`src/design/kscan_map.svh`:
```
// register offsets, field positions, reset values and timing counts of the key scanner
`ifndef KSCAN_MAP_SVH
`define KSCAN_MAP_SVH
`define KS_OFF_CTRL   12'h000
`define KS_OFF_STAT   12'h004
`define KS_OFF_CODE   12'h008
`define KS_CTRL_EN    0
`define KS_ROWS_LSB   8
`define KS_COLS_LSB   16
`define KS_CTRL_MASK  32'h001f_0f01
`define KS_CTRL_RST   32'h0014_0800
`define KS_ST_GHOST   0
`define KS_ST_OVF     1
`define KS_MAX_ROWS   8
`define KS_MAX_COLS   20
`define KS_BUF_DEPTH  16
`define KS_SYS_HZ     20000000
`define KS_SCAN_HZ    128000
`define KS_TICK_CYC   (`KS_SYS_HZ / `KS_SCAN_HZ)
`define KS_DEB_US     5
`define KS_DEB_CYC    ((`KS_DEB_US * `KS_SYS_HZ) / 1000000)
`endif

```
`src/design/kscan_pkg.sv`:
```
// types shared by the key matrix scanner
package kscan_pkg;
  typedef enum logic [2:0] {
    ST_IDLE = 3'h1,
    ST_SCAN = 3'h2,
    ST_END  = 3'h4
  } scan_state_e;
endpackage

```
`src/design/key_matrix_scanner.sv`:
```
// key matrix scanner with apb registers, debounce, ghost check and key code buffer
// Behaviour
// - clock request falls one edge after the scanner is disabled and stays low while it is disabled
// - enabled scanner drops its request when idle, raises it on key press
// - scans up to 160 switches, eight rows by twenty columns, in sequence
// - scanned column count programmable from one to twenty
// - scanned row count programmable from one to eight
// - key codes go into a sixteen byte hardware buffer
// - one position per 128 kHz step, full matrix in about 1.2 ms
// - any number of keys reported; suspected ghost keys are locked out
// - buffered codes stay until read by host; new codes are dropped while the buffer is full
// - row inputs are synchronised and debounced before use
// - machine resets into idle, idle drives all columns high
// - row transition in idle requests clock and enters scan
// - idle clears row-hit register and key index counter
// - row counter wraps at row count, then column counter steps
// - both counters terminal moves machine to scan end
// - key index counts every position and is the stored key code
// - column with two or more hits ors row inputs into row-hit
// - hit on a row already in row-hit sets the ghost status bit
// - scan end rescans if keys found, else idle with request low
`timescale 1ns/1ps
`default_nettype none
`include "kscan_map.svh"
module key_matrix_scanner (
  // clock and reset
  input  wire logic        SYS_CLK_I,
  input  wire logic        RESET_I,
  // apb slave
  input  wire logic        PSEL_I,
  input  wire logic        PENABLE_I,
  input  wire logic        PWRITE_I,
  input  wire logic [11:0] PADDR_I,
  input  wire logic [31:0] PWDATA_I,
  output logic      [31:0] PRDATA_O,
  output logic             PREADY_O,
  output logic             PSLVERR_O,
  // key matrix
  input  wire logic [7:0]  ROW_I,
  output logic      [19:0] COL_O,
  // shared low-power clock
  input  wire logic        LPCLK_ON_I,
  output logic             LPCLK_REQ_O
);
  kscan_pkg::scan_state_e state_r, state_nxt;
  logic [31:0]  ctrl_r, prdata_r, rdata;
  logic [3:0]   nrows;
  logic [4:0]   ncols, col_cnt_r, buf_cnt_r;
  logic [7:0]   row_mask, s1_r, s2_r, s3_r, row_db_r, row_db_d_r;
  logic [7:0]   tick_cnt_r, row_hit_r, key_idx_r;
  logic [2:0]   row_cnt_r;
  logic [1:0]   col_hits_r;
  logic [159:0] down_r;
  logic [19:0]  col_r;
  logic [7:0]   mem [0:`KS_BUF_DEPTH-1];
  logic [3:0]   wr_ptr_r, rd_ptr_r;
  logic         found_r, ghost_r, ovf_r, req_r, pready_r, pslverr_r;
  logic         enable, tick, hit, last_row, last_col, multi, ghost_now, step;
  logic         press, full, push_ok, pop, acc, done, err, wr_ctrl, wr_stat;

  assign enable = ctrl_r[`KS_CTRL_EN];

  // bad counts are clamped so a stray write cannot run the counters off the matrix
  always_comb begin
    nrows = ctrl_r[`KS_ROWS_LSB +: 4];
    ncols = ctrl_r[`KS_COLS_LSB +: 5];
    if (nrows == 4'h0) begin
      nrows = 4'h1;
    end else if (nrows > 4'(`KS_MAX_ROWS)) begin
      nrows = 4'(`KS_MAX_ROWS);
    end
    if (ncols == 5'h00) begin
      ncols = 5'h01;
    end else if (ncols > 5'(`KS_MAX_COLS)) begin
      ncols = 5'(`KS_MAX_COLS);
    end
  end

  assign row_mask = 8'hff >> (4'h8 - nrows);

  // three-stage sync, then per-row stability filter
  always_ff @(posedge SYS_CLK_I) begin
    if (RESET_I) begin
      s1_r       <= 8'h00;
      s2_r       <= 8'h00;
      s3_r       <= 8'h00;
      row_db_d_r <= 8'h00;
    end else begin
      s1_r       <= ROW_I;
      s2_r       <= s1_r;
      s3_r       <= s2_r;
      row_db_d_r <= row_db_r;
    end
  end

  genvar g;
  generate
    for (g = 0; g < `KS_MAX_ROWS; g++) begin : g_deb
      logic [6:0] cnt_r;
      always_ff @(posedge SYS_CLK_I) begin
        if (RESET_I) begin
          cnt_r       <= 7'h00;
          row_db_r[g] <= 1'b0;
        end else if (s2_r[g] != s3_r[g] || s3_r[g] == row_db_r[g]) begin
          cnt_r <= 7'h00;
        end else if (cnt_r == 7'(`KS_DEB_CYC - 1)) begin
          cnt_r       <= 7'h00;
          row_db_r[g] <= s3_r[g];
        end else begin
          cnt_r <= cnt_r + 7'h01;
        end
      end
    end
  endgenerate

  // scan step rate; a step also leaves the column settle time before sampling
  assign tick = (tick_cnt_r == 8'(`KS_TICK_CYC - 1));

  always_ff @(posedge SYS_CLK_I) begin
    if (RESET_I || state_r == kscan_pkg::ST_IDLE || tick) begin
      tick_cnt_r <= 8'h00;
    end else begin
      tick_cnt_r <= tick_cnt_r + 8'h01;
    end
  end

  assign hit       = row_db_r[row_cnt_r];
  assign last_row  = (row_cnt_r == 3'(nrows - 4'h1));
  assign last_col  = (col_cnt_r == (ncols - 5'h01));
  assign multi     = (col_hits_r == 2'h2) || (col_hits_r == 2'h1 && hit);
  assign ghost_now = hit && row_hit_r[row_cnt_r];
  assign step      = (state_r == kscan_pkg::ST_SCAN) && tick;
  assign press     = step && hit && !ghost_now && !down_r[key_idx_r];

  always_comb begin
    state_nxt = state_r;
    unique case (state_r)
      kscan_pkg::ST_IDLE: begin
        if (row_db_r != row_db_d_r) begin
          state_nxt = kscan_pkg::ST_SCAN;
        end
      end
      kscan_pkg::ST_SCAN: begin
        if (tick && last_row && last_col) begin
          state_nxt = kscan_pkg::ST_END;
        end
      end
      kscan_pkg::ST_END: begin
        state_nxt = found_r ? kscan_pkg::ST_SCAN : kscan_pkg::ST_IDLE;
      end
    endcase
    if (!enable) begin
      state_nxt = kscan_pkg::ST_IDLE;
    end
  end

  always_ff @(posedge SYS_CLK_I) begin
    if (RESET_I) begin
      state_r <= kscan_pkg::ST_IDLE;
    end else begin
      state_r <= state_nxt;
    end
  end

  // request follows the next state, so it is never late for the first step
  always_ff @(posedge SYS_CLK_I) begin
    if (RESET_I) begin
      req_r <= 1'b0;
    end else begin
      req_r <= enable && state_nxt != kscan_pkg::ST_IDLE;
    end
  end

  always_ff @(posedge SYS_CLK_I) begin
    if (RESET_I || state_r == kscan_pkg::ST_IDLE) begin
      col_r <= 20'hfffff;
    end else begin
      col_r <= 20'h00001 << col_cnt_r;
    end
  end

  always_ff @(posedge SYS_CLK_I) begin
    if (RESET_I || state_r != kscan_pkg::ST_SCAN) begin
      row_cnt_r  <= 3'h0;
      col_cnt_r  <= 5'h00;
      col_hits_r <= 2'h0;
    end else if (tick) begin
      if (last_row) begin
        row_cnt_r  <= 3'h0;
        col_hits_r <= 2'h0;
        if (!last_col) begin
          col_cnt_r <= col_cnt_r + 5'h01;
        end
      end else begin
        row_cnt_r <= row_cnt_r + 3'h1;
        if (hit && col_hits_r != 2'h2) begin
          col_hits_r <= col_hits_r + 2'h1;
        end
      end
    end
  end

  // idle and scan end both start the next pass from a clean slate
  always_ff @(posedge SYS_CLK_I) begin
    if (RESET_I || state_r != kscan_pkg::ST_SCAN) begin
      row_hit_r <= 8'h00;
      key_idx_r <= 8'h00;
      found_r   <= 1'b0;
    end else if (tick) begin
      key_idx_r <= key_idx_r + 8'h01;
      if (hit) begin
        found_r <= 1'b1;
      end
      if (last_row && multi) begin
        row_hit_r <= row_hit_r | (row_db_r & row_mask);
      end
    end
  end

  // only new presses are queued; a held key is not queued again every pass
  always_ff @(posedge SYS_CLK_I) begin
    if (RESET_I || !enable) begin
      down_r <= 160'h0;
    end else if (step) begin
      down_r[key_idx_r] <= hit && !ghost_now;
    end
  end

  assign full    = (buf_cnt_r == 5'(`KS_BUF_DEPTH));
  assign push_ok = press && !full;
  // pop only a code the read returned, never one pushed during its wait state
  assign pop     = done && !PWRITE_I && PADDR_I == `KS_OFF_CODE && prdata_r[8];

  always_ff @(posedge SYS_CLK_I) begin
    if (push_ok) begin
      mem[wr_ptr_r] <= key_idx_r;
    end
  end

  always_ff @(posedge SYS_CLK_I) begin
    if (RESET_I) begin
      wr_ptr_r  <= 4'h0;
      rd_ptr_r  <= 4'h0;
      buf_cnt_r <= 5'h00;
    end else begin
      if (push_ok) begin
        wr_ptr_r <= wr_ptr_r + 4'h1;
      end
      if (pop) begin
        rd_ptr_r <= rd_ptr_r + 4'h1;
      end
      buf_cnt_r <= buf_cnt_r + {4'h0, push_ok} - {4'h0, pop};
    end
  end

  // apb: one wait state, answer registered in the cycle after the access phase opens
  assign acc     = PSEL_I && PENABLE_I && !pready_r;
  assign done    = PSEL_I && PENABLE_I && pready_r;
  assign wr_ctrl = done && PWRITE_I && PADDR_I == `KS_OFF_CTRL;
  assign wr_stat = done && PWRITE_I && PADDR_I == `KS_OFF_STAT;

  always_comb begin
    rdata = 32'h0;
    err   = 1'b0;
    case (PADDR_I)
      `KS_OFF_CTRL: rdata = ctrl_r;
      `KS_OFF_STAT: rdata = {23'h0, buf_cnt_r, |down_r,
                             state_r != kscan_pkg::ST_IDLE, ovf_r, ghost_r};
      `KS_OFF_CODE: rdata = {23'h0, buf_cnt_r != 5'h00, mem[rd_ptr_r]};
      default:      err   = 1'b1;
    endcase
  end

  always_ff @(posedge SYS_CLK_I) begin
    if (RESET_I) begin
      pready_r  <= 1'b0;
      prdata_r  <= 32'h0;
      pslverr_r <= 1'b0;
    end else begin
      pready_r  <= acc;
      prdata_r  <= acc ? rdata : 32'h0;
      pslverr_r <= acc && err;
    end
  end

  always_ff @(posedge SYS_CLK_I) begin
    if (RESET_I) begin
      ctrl_r <= `KS_CTRL_RST;
    end else if (wr_ctrl) begin
      ctrl_r <= PWDATA_I & `KS_CTRL_MASK;
    end
  end

  // sticky flags: a set in the clearing cycle wins
  always_ff @(posedge SYS_CLK_I) begin
    if (RESET_I) begin
      ghost_r <= 1'b0;
      ovf_r   <= 1'b0;
    end else begin
      ghost_r <= (step && ghost_now) ||
                 (ghost_r && !(wr_stat && PWDATA_I[`KS_ST_GHOST]));
      ovf_r   <= (press && full) ||
                 (ovf_r && !(wr_stat && PWDATA_I[`KS_ST_OVF]));
    end
  end

  assign PRDATA_O    = prdata_r;
  assign PREADY_O    = pready_r;
  assign PSLVERR_O   = pslverr_r;
  assign COL_O       = col_r;
  assign LPCLK_REQ_O = req_r;

  property p_req_off;
    @(posedge SYS_CLK_I) disable iff (RESET_I) !enable |=> !LPCLK_REQ_O;
  endproperty
  a_req_off: assert property (p_req_off) else $error("request high while disabled");
  property p_wake;
    @(posedge SYS_CLK_I) disable iff (RESET_I)
      (state_r == kscan_pkg::ST_IDLE && enable && row_db_r != row_db_d_r)
      |=> (state_r == kscan_pkg::ST_SCAN && LPCLK_REQ_O);
  endproperty
  a_wake: assert property (p_wake) else $error("row change did not wake scan");
  property p_idle_cols;
    @(posedge SYS_CLK_I) disable iff (RESET_I)
      state_r == kscan_pkg::ST_IDLE |=> COL_O == 20'hfffff;
  endproperty
  a_idle_cols: assert property (p_idle_cols) else $error("idle columns not high");
  property p_idle_clr;
    @(posedge SYS_CLK_I) disable iff (RESET_I)
      state_r == kscan_pkg::ST_IDLE |=> (row_hit_r == 8'h00 && key_idx_r == 8'h00);
  endproperty
  a_idle_clr: assert property (p_idle_clr) else $error("idle did not clear");
  property p_col_step;
    @(posedge SYS_CLK_I) disable iff (RESET_I)
      (step && last_row && !last_col && enable)
      |=> (row_cnt_r == 3'h0 && col_cnt_r == $past(col_cnt_r) + 5'h01);
  endproperty
  a_col_step: assert property (p_col_step) else $error("column did not step");
  property p_end;
    @(posedge SYS_CLK_I) disable iff (RESET_I)
      (step && last_row && last_col && enable) |=> state_r == kscan_pkg::ST_END;
  endproperty
  a_end: assert property (p_end) else $error("scan end not entered");
  property p_key_idx;
    @(posedge SYS_CLK_I) disable iff (RESET_I)
      (step && enable) |=> key_idx_r == $past(key_idx_r) + 8'h01;
  endproperty
  a_key_idx: assert property (p_key_idx) else $error("key index did not advance");
  property p_to_idle;
    @(posedge SYS_CLK_I) disable iff (RESET_I)
      (state_r == kscan_pkg::ST_END && !found_r)
      |=> (state_r == kscan_pkg::ST_IDLE && !LPCLK_REQ_O);
  endproperty
  a_to_idle: assert property (p_to_idle) else $error("empty pass not back to idle");
  property p_ghost;
    @(posedge SYS_CLK_I) disable iff (RESET_I)
      (step && ghost_now) |=> (ghost_r && $stable(buf_cnt_r) || $past(pop));
  endproperty
  a_ghost: assert property (p_ghost) else $error("ghost not flagged");
  property p_ovf;
    @(posedge SYS_CLK_I) disable iff (RESET_I)
      (press && full && !pop) |=> (ovf_r && buf_cnt_r == 5'(`KS_BUF_DEPTH));
  endproperty
  a_ovf: assert property (p_ovf) else $error("overflow not flagged");
endmodule
`default_nettype wire

```
`config.mk`:
```
export PLATFORM = sky130hd
export DESIGN_NAME = key_matrix_scanner
export DESIGN_NICKNAME = d
export VERILOG_FILES = /design/src/design/kscan_pkg.sv /design/src/design/key_matrix_scanner.sv
export VERILOG_INCLUDE_DIRS = /design/src /design/src/design
export SDC_FILE = /design/constraint.sdc
export NUM_CORES = 1
export LEC_CHECK = 0
export BUFFER_PORTS_ARGS = -buffer_cell sky130_fd_sc_hd__buf_2
export CAP_MARGIN = 20
export CORE_ASPECT_RATIO = 0.7
export CORE_MARGIN = 1
export CORE_UTILIZATION = 60
export CTS_BUF_LIST = sky130_fd_sc_hd__clkbuf_16
export DETAILED_ROUTE_END_ITERATION = 6
export HOLD_SLACK_MARGIN = 0.12
export MAX_ROUTING_LAYER = met4
export PLACE_DENSITY = 0.74
export SLEW_MARGIN = 20
export SYNTH_ARGS = -nofsm -noshare
export SYNTH_HDL_FRONTEND = slang
export SYNTH_SLANG_ARGS = --single-unit
```
`constraint.sdc`:
```
create_clock -name SYS_CLK_I -period 5.3 [get_ports SYS_CLK_I]
set_input_delay 0.795 -clock SYS_CLK_I [delete_from_list [all_inputs] [get_ports SYS_CLK_I]]
set_output_delay 0.795 -clock SYS_CLK_I [all_outputs]
set_load 0.01 [all_outputs]
```
# Word level (Yosys, flattened, before mapping)
# Memories as Yosys holds them, arrays and structs flattened. A register that Yosys moved wholly into a read port is not among the register bits.
# Cells that the tools add are included.
[classes]
n_lt_le_gt_ge = 5
bitwise = 12
n_reduce_logical = 81
n_shift = 2
n_addsub = 20
n_eq_ne = 40
muxes = 27
[op_table]
columns = ["op", "n"]
rows = [
  ["$bwmux 160", 1],
  ["$reduce_or 160->1", 1],
  ["$pmux 21 s3", 1],
  ["$add 7x1->7 const B", 8],
  ["$eq 7x7->1 const B", 8],
  ["$logic_and 1x1->1", 30],
  ["$reduce_or 3->1", 9],
  ["$reduce_and 2->1", 11],
  ["$shl 1x5->20 const A", 1],
  ["$add 8x1->8 const B", 2],
  ["$mux 4", 4],
  ["$logic_or 1x1->1", 15],
  ["$eq 12x3->1 const B", 1],
  ["$eq 12x4->1 const B", 1],
  ["$logic_not 12->1", 1],
  ["$mux 3", 4],
  ["$mux 5", 2],
  ["$not 1->1", 10],
  ["$lt 8x9->1 const B", 1],
  ["$pmux 3 s3", 1],
  ["$add 4x1->4 const B", 2],
  ["$and 8x8->8", 1],
  ["$bmux 1 s8", 1],
  ["$demux 1 s8", 1],
  ["39 further kinds", 70],
]
[totals]
output_inout_bits = 55
ram_bits = 128
in_bits = 58
wordCells = 228
memories = 1
register_bits = 374
[memory_table]
columns = ["name", "depth", "word_bits", "read_ports", "rd_clocked_by_memory_dff", "wr", "line", "rtl"]
rows = [
  ["mem", 16, 8, 1, 1, 1, "key_matrix_scanner.sv:55", "logic [7:0] mem [0:`KS_BUF_DEPTH-1];"],
]

# Depth between registers and ports, before layout
# Gate-level depths: netlist of run 1.
[logic_depth]
ltp_word = 12
mapped_depth = 21
ltp_nobuf = 17

# Least setup slack after synthesis of run 1
# OpenSTA, ideal clock, no wires.
[synth_timing]
path_type = "reg-to-reg"
start = "register key_idx_r[1]"
end = "register buf_cnt_r[4]"
synth_period_minus_slack_ps = 3915
n_path_buf = 3
t_arrival_ps = 3845
setup_slack_ps = 1385
stages_incl_launch_ff = 20
setup_ps = 70
t_required_ps = 5230
cell_sequence = "dfxtp_1 > buf_4 > buf_6 > mux4_2 > a22o_1 > o211a_1 > and4_1 > nor2_2 > clkbuf_1 > inv_1 > ha_1 > inv_1 > ha_1 > inv_1 > fa_1 > inv_1 > a21oi_1 > nor2_1 > or3_1 > a21oi_1"
[synth_between]
elab_chain_cells = 7
[synth_lines]
columns = ["item", "line", "rtl"]
rows = [
  ["start, declared", "key_matrix_scanner.sv:50", "logic [7:0] tick_cnt_r, row_hit_r, key_idx_r;"],
  ["start signal, assigned", "key_matrix_scanner.sv:210", "key_idx_r <= key_idx_r + 8'h01;"],
  ["$bmux 1 s8", "key_matrix_scanner.sv:133", "assign press = step && hit && !ghost_now && !down_r[key_idx_r];"],
  ["$mux 1 (not written as such)", "key_matrix_scanner.sv:133", ""],
  ["$logic_not 1->1", "key_matrix_scanner.sv:133", ""],
  ["$logic_and 1x1->1", "key_matrix_scanner.sv:133", ""],
  ["$logic_and 1x1->1", "key_matrix_scanner.sv:230", "assign push_ok = press && !full;"],
  ["$add 5x1->5", "key_matrix_scanner.sv:252", "buf_cnt_r <= buf_cnt_r + {4'h0, push_ok} - {4'h0, pop};"],
  ["$sub 5x1->5", "key_matrix_scanner.sv:252", ""],
  ["end signal, assigned", "key_matrix_scanner.sv:252", ""],
  ["end, declared", "key_matrix_scanner.sv:48", "logic [4:0] ncols, col_cnt_r, buf_cnt_r;"],
]
# No other way between the ends. The select of a mux whose other input is x is not followed.
# A chain may end at the register's enable or synchronous reset.

# Worst setup path after layout of run 1
# Ends and elaborated chain as after synthesis.

==> out/metrics.cfg, run 1 <==
[drt]
route.detailed.drc = 8
via_per_inst = 6.22
drt_iter0_drc = 1863
dr.pass1.iters = 7
drt_wl_total_um = 51500
ant_nets = 0
num_vias = 15900
wl_per_cell_um = 20.2

[timing]
relSlewSlack_pct = 32.6
tightest_slew_ns = 1.01
fmax_mhz = 216
fin_tns_setup_ns = 0
slew_viol_final = 0
setup_ws_ns = 0.676
setup_viol = 0
hold_viol_final = 0
grt_setup_unrepaired = no
min_period_ns = 4.62
fin_worst_skew_ns = 0.0246
finalCritPeriodShare_pct = 87.2

[synth]
syn_inst = 2048
ys_seq_elements = 491
synth_edf_count = 128
synth-main-ff-cell = dfxtp_1
syn_area_per_cell_um2 = 10.4
ys_seq_area_share_pct = 52.0
synth.area.top_cells = dfxtp_1, edfxtp_1, mux4_2
yosys.cell_types.count = 66
netlist.top_cell.by_area = dfxtp_1
syn_area_um2 = 21400
async_flop_share_pct = 0
ys_warn_count = 0
yosys.area.top_type_share_pct = 34.0

[grt]
globalRouteTotalUtil_pct = 29.2
overflow = 0
grt_pass1_vias = 14600
grt_max_degree = 92
antenna_found_initial = 0
grt_pass1_wl_um = 81000

[flow_run]
cap_violations = 0

[floorplan]
die_height_um = 160
chipWidth_um = 228
core_um2 = 34900
start_util_pct = 61.3
pin_count = 113
rows = 57
die_area_um2 = 36400

[layout]
area_delta_synth_final_pct = 9.00
nets = 2143
fin_cells = 2553
design_area_um2 = 23300
drive_gt1_share_pct = 11.3
antennaDiodeCount = 0
post-route-util_pct = 66.8
fillCellCount = 2631

[place]
place_ws_ns = 0.750
dpl.cell_count = 2470
gp_congestion = 0.946
numPortBuffers = 75
dp_hpwl_um = 34900
placed_area_um2 = 21900

[outcome]
failed_checks = DRC
status = complete, but fails checks

[critical_path]
critPathLaunchType = register
worstPathRequired_ns = 5.79
crit_type = reg2reg
cp-end-kind = register
cp.arrival_ns = 5.11
critPathMaxFanout = 44

[cts]
clock_latency_ns = 0.56
cts_resized = 0
cts_buffers = 45
cts_tree = done
htreeDepth = 2
root_buffer = clkbuf_16
clk_pin_slew_ns = 0.07
clock-sinks = 491
clock_path_buffers = 3
post_cts_buffers = 0
cts_hold_buf = 0

[power_and_ir_drop]
worst_ir_drop_vdd_mv = 0.211
power_density_nw_per_um2 = 299
leakage_nw = 7.32

[min_path]
hp-class = reg2reg

==> per-layer routing <==
| metal | share of wire (%) | routed length [um] | GRT usage, % |
|---|---|---|---|
| met5 | 0 | 0 | - |
| met1 | 45 | 23200 | 43.1 |
| met4 | 2.0 | 1020 | 6.28 |
| met2 | 43 | 22200 | 41.2 |
| met3 | 10 | 5150 | 6.38 |
==> power by group <==
part / switching (mW) / leakage (nW) / internal (mW)
Sequential: 0.00517 / 3.81 / 3.83
Combinational: 0.0255 / 2.79 / 0.0171
Clock: 1.38 / 0.720 / 1.69
Total: 1.41 / 7.32 / 5.54
==> sequential cells by signal, indices dropped and copies added, names as in the netlist, 10 cells and up, named ones only <==
name and count:
down_r 160, ctrl_r 10, COL_O 20, mem 128, PRDATA_O 17, g_deb.cnt_r 56
==> metrics by stage <==
stage / hold slack [ns] / power (mW)
3_5_place_dp: 0.426 / 3.96
6_report: 0.434 / 6.95
4_1_cts: 0.420 / 7.00
2_1_floorplan: 0.413 / 3.95
5_1_grt: 0.432 / 7.18
3_3_place_gp: 0.418 / 3.96
==> worst max-delay path: stages (launching register included) <==
cell	delay, ns
dfxtp_4	0.83
buf_4	0.42
mux4_2	0.54
a22oi_1	0.17
a31oi_1	0.13
and4_1	0.29
nor2_2	0.43
inv_1	0.14
ha_1	0.30
inv_1	0.04
ha_1	0.18
inv_1	0.07
fa_1	0.21
inv_1	0.05
a21oi_1	0.14
nor2_1	0.08
or3_1	0.35
a21oi_1	0.15
==> Yosys cell counts, drive strengths merged (9+ instances only) <==
| library cell | instances |
|---|---|
| dfxtp | 363 |
| nor2 | 270 |
| a21oi | 161 |
| edfxtp | 128 |
| clkbuf | 124 |
| nand2 | 85 |
| a311oi | 83 |
| a211oi | 69 |
| mux4 | 59 |
| mux2i | 53 |
| nor2b | 53 |
| nor4 | 48 |
| and3 | 47 |
| o21ai | 47 |
| nand3 | 46 |
| xnor2 | 45 |
| inv | 44 |
| buf | 40 |
| ha | 38 |
| or3 | 32 |
| xor2 | 32 |
| a22oi | 26 |
| and2 | 23 |
| nand4 | 22 |
| nand2b | 15 |
| nor3 | 14 |
| a21o | 9 |
==> layout make-up <==
type / instances / area (um2) / area share [%]
clock buffer: 45 / 1130 / 4.84
clock inverter: 37 / 245 / 1.05
inverter: 44 / 165 / 0.709
multi-input combinational: 1363 / 9460 / 40.6
sequential: 491 / 11100 / 47.7
tap: 472 / 591 / 2.54
timing repair buffer: 101 / 587 / 2.52
==> logic make-up (layout without fill, tap and decap cells) <==
kind of cell | after synthesis | in the layout | share of synthesized area [%]
compound gates | 427 | 427 | 13.2
xor+xnor | 77 | 77 | 3.16
fa+ha+maj | 39 | 39 | 2.32
buf+inv | 208 | 227 | 4.20
flops | 491 | 491 | 52.0
mux | 117 | 117 | 9.11
other cells | 1 | 15 | 0.0176
simple gates | 688 | 688 | 16.0
==> worst paths after layout <==
kind | start | end | slack, ns | depth (start not counted)
min | s1_r[7]$_SDFF_PP0_ | s2_r[7]$_SDFF_PP0_ | 0.43 | 1
max reg2reg | key_idx_r[1]$_SDFFE_PP0P_ | buf_cnt_r[4]$_SDFF_PP0_ | 0.68 | 17
min reg2reg | s1_r[7]$_SDFF_PP0_ | s2_r[7]$_SDFF_PP0_ | 0.43 | 1
max | key_idx_r[1]$_SDFFE_PP0P_ | buf_cnt_r[4]$_SDFF_PP0_ | 0.68 | 17
==> layout by cell type (no fill, tap or decap), types with 46 or more instances in the layout <==
cell type  Yosys  layout
nand2_1       84      84
a21oi_1      161     161
nor4_1        48      47
nor2_1       269     268
mux4_2        51      51
inv_1         44      54
mux2i_1       53      53
dfxtp_1      363     361
a211oi_1      69      69
a311oi_1      82      82
and3_1        47      47
edfxtp_1     128     128
nand3_1       46      46
o21ai_0       46      46
nor2b_1       53      53
buf_2          7      75
Power figures use the tool's default switching activity.
==> run 2, diff against run 1 <==
--- a/config.mk
+++ b/config.mk
@@ -11,7 +11,7 @@
 export CORE_ASPECT_RATIO = 0.7
 export CORE_MARGIN = 1
 export CORE_UTILIZATION = 60
-export CTS_BUF_LIST = sky130_fd_sc_hd__clkbuf_16
+export CTS_BUF_LIST = sky130_fd_sc_hd__clkbuf_8
 export DETAILED_ROUTE_END_ITERATION = 6
 export HOLD_SLACK_MARGIN = 0.12
 export MAX_ROUTING_LAYER = met4
==> run 2 against run 1 <==
The flow now finishes without violations. Highest routed layer unchanged. Critical path type unchanged. Non-clock buffer count stayed put. Design area is essentially flat. Cell count rose by 1.9%. Die area unchanged.
==> out/metrics.cfg, run 2 (synthesis gave the netlist of run 1 again) <==
[grt]
globalRouteTotalUtil_pct = 29.6  ; +0.36 points
grt_pass1_wl_um = 81500  ; +0.60%
grt_pass1_vias = 14900  ; +2.3%
overflow = 0  ; unchanged
use_met2_pct = 41.0  ; -0.17 points
top_usage_layer = met1
antenna_found_initial = 0  ; unchanged
grt_max_degree = 92  ; unchanged
met3_usage_pct = 7.41  ; +1.0 points
grt_use_met1_pct = 43.0  ; -0.082 points

[power_and_ir_drop]
power_density_nw_per_um2 = 292  ; -2.2%
finalPower_mw = 6.81  ; -2.1%
leakage_nw = 7.40  ; +1.2%
worst_ir_drop_vdd_mv = 0.160  ; -24%

[timing]
grt_setup_unrepaired = no
fmax_mhz = 218  ; +0.65%
slew_viol_final = 0  ; unchanged
hold_viol_final = 0  ; unchanged
tightest_slew_ns = 1.03  ; +0.0159 ns
relSlewSlack_pct = 31.6  ; -1.1 points
min_period_ns = 4.59  ; -0.0297 ns
finalCritPeriodShare_pct = 86.7  ; -0.56 points
fin_worst_skew_ns = 0.0309  ; +0.00634 ns
setup_viol = 0  ; unchanged
fin_tns_setup_ns = 0  ; unchanged

[critical_path]
reg2reg_to = buf_cnt_r[4]$_SDFF_PP0_
cp_top_family = simple AND/OR/NAND/NOR gates
endpoint = buf_cnt_r[4]$_SDFF_PP0_
critPathLaunchType = register
r2r_start = key_idx_r[1]$_SDFFE_PP0P_
cp.arrival_ns = 5.16  ; +0.05 ns
crit_chain = buf_4, mux4_2, a22oi_1, a31oi_1, and4_1, nor2_2, inv_1, ha_1, inv_1, ha_1, inv_1, fa_1, inv_1, a21oi_1, nor2_1, or3_1, a21oi_1
ff2ff_path_depth = 17  ; unchanged
r2r_slack_ns = 0.71  ; +0.03 ns
cpMostUsedCell = inv_1
critPathMaxFanout = 44  ; unchanged
cp-end-kind = register
slowest_stage = dfxtp_4
crit_type = reg2reg
worstPathRequired_ns = 5.87  ; +0.08 ns
max_stage_delay_ns = 0.83  ; about the same
cp.depth = 17  ; unchanged
path_buf_inv = 5  ; unchanged
setup.worst_path.start = key_idx_r[1]$_SDFFE_PP0P_

[layout]
drive_gt1_share_pct = 13.0  ; +1.7 points
layout_common_cells = dfxtp_1, nor2_1, a21oi_1
nets = 2171  ; +1.3%
multi_input_area_um2 = 9460  ; unchanged
top_regs = down_r x160, mem x128, g_deb.cnt_r x56
largest_reg_flops = 160  ; unchanged
regArea_um2 = 11100  ; unchanged
top_register = down_r
final_common_cell = dfxtp_1
area_delta_synth_final_pct = 9.06  ; about the same
fillCellCount = 2645  ; +0.53%
antennaDiodeCount = 0  ; unchanged

[place]
dp_hpwl_um = 34900  ; unchanged
numPortBuffers = 75  ; unchanged
gp_congestion = 0.946  ; unchanged

[cts]
clk_pin_slew_ns = 0.06  ; about the same
post_cts_buffers = 0  ; unchanged
cts_tree = done
cts_buffers = 73  ; +62%
clock_path_buffers = 3  ; unchanged
clock-sinks = 491  ; unchanged
cts_resized = 0  ; unchanged
htreeDepth = 3  ; +1
clock_latency_ns = 0.65  ; +0.09 ns
root_buffer = clkbuf_8
cts_hold_buf = 0  ; unchanged

[floorplan]
start_util_pct = 61.3  ; unchanged
rows = 57  ; unchanged
die_height_um = 160  ; unchanged
die_area_um2 = 36400  ; unchanged
chipWidth_um = 228  ; unchanged
core_um2 = 34900  ; unchanged
pin_count = 113  ; unchanged

[outcome]
status = complete, no violations

[drt]
via_per_inst = 6.14  ; -1.3%
drt_iter0_drc = 1886  ; +1.2%
route.detailed.drc = 0  ; -8
num_vias = 16000  ; +0.59%
dr.pass1.iters = 5  ; -2
drt_wl_total_um = 51800  ; +0.62%
wl_per_cell_um = 19.9  ; -1.3%
ant_nets = 0  ; unchanged

[min_path]
hp-class = in2reg
whs_path_depth = 2  ; +1

[flow_run]
cap_violations = 0  ; unchanged

run 2: changes by cell type in the layout (fill, tap and decap cells not counted):
cell and change:
clkbuf_8 +85, clkbuf_16 -45, inv_1 +14, clkinv_1 -7
bufinv_16 -3, clkinvlp_4 +3, clkinv_2 +2, clkinv_4 -1
inv_6 +1
run 2: final cells by class:
class | instances | share of cell area, %
clock buffers | 85 | 5.02
flip-flops and latches | 491 | 47.7
inverters | 44 | 0.709
repair buffers | 101 | 2.52
multi-input cells | 1363 | 40.6
well taps | 472 | 2.53
clock inverters | 46 | 0.918
run 2: metrics by stage:
stage | area, um2 | hold slack [ns] | std cells | worst slack (ns) | utilization (%)
after floorplan | 21400 | 0.413 | 2062 | 1.38 | -
final | 23300 | 0.365 | 2602 | 0.706 | 66.8
after detailed placement | 21900 | 0.426 | 2470 | 0.750 | 62.8
after global routing | 23300 | 0.341 | 2602 | 0.477 | 66.8
after CTS | 23300 | 0.333 | 2601 | 0.750 | 66.7
after global placement | 21900 | 0.418 | 2470 | 0.889 | 62.8
run 2: worst min-delay path by stage:
stage                                             from                            to  slack [ns]
after floorplan           g_deb[0].cnt_r[0]$_SDFF_PP0_  g_deb[0].cnt_r[0]$_SDFF_PP0_        0.41
after global placement              s1_r[3]$_SDFF_PP0_            s2_r[3]$_SDFF_PP0_        0.42
after detailed placement            s1_r[6]$_SDFF_PP0_            s2_r[6]$_SDFF_PP0_        0.43
after CTS                                 PWDATA_I[11]       ctrl_r[11]$_SDFFE_PP1P_        0.33
after global routing                          ROW_I[4]            s1_r[4]$_SDFF_PP0_        0.34
final                                     PWDATA_I[11]       ctrl_r[11]$_SDFFE_PP1P_        0.36
run 2: power breakdown:
part	leakage [nW]	switching [mW]	internal (mW)
Clock	0.806	1.45	1.47
Combinational	2.79	0.0250	0.0171
Sequential	3.81	0.00509	3.83
Total	7.40	1.49	5.32
run 2: metal layers:
metal / up-vias / routed length (um)
li1: 7532 / -
met1: 7607 / 23200
met2: 745 / 22400
met3: 100 / 5120
met4: 0 / 1100
met5: - / 0
run 2: worst register-to-register path: stages (launching register included):
cell     delay [ns]
dfxtp_4        0.83
buf_4          0.44
mux4_2         0.55
a22oi_1        0.18
a31oi_1        0.13
and4_1         0.29
nor2_2         0.43
inv_1          0.13
ha_1           0.30
inv_1          0.04
ha_1           0.18
inv_1          0.07
fa_1           0.21
inv_1          0.05
a21oi_1        0.14
nor2_1         0.08
or3_1          0.35
a21oi_1        0.15
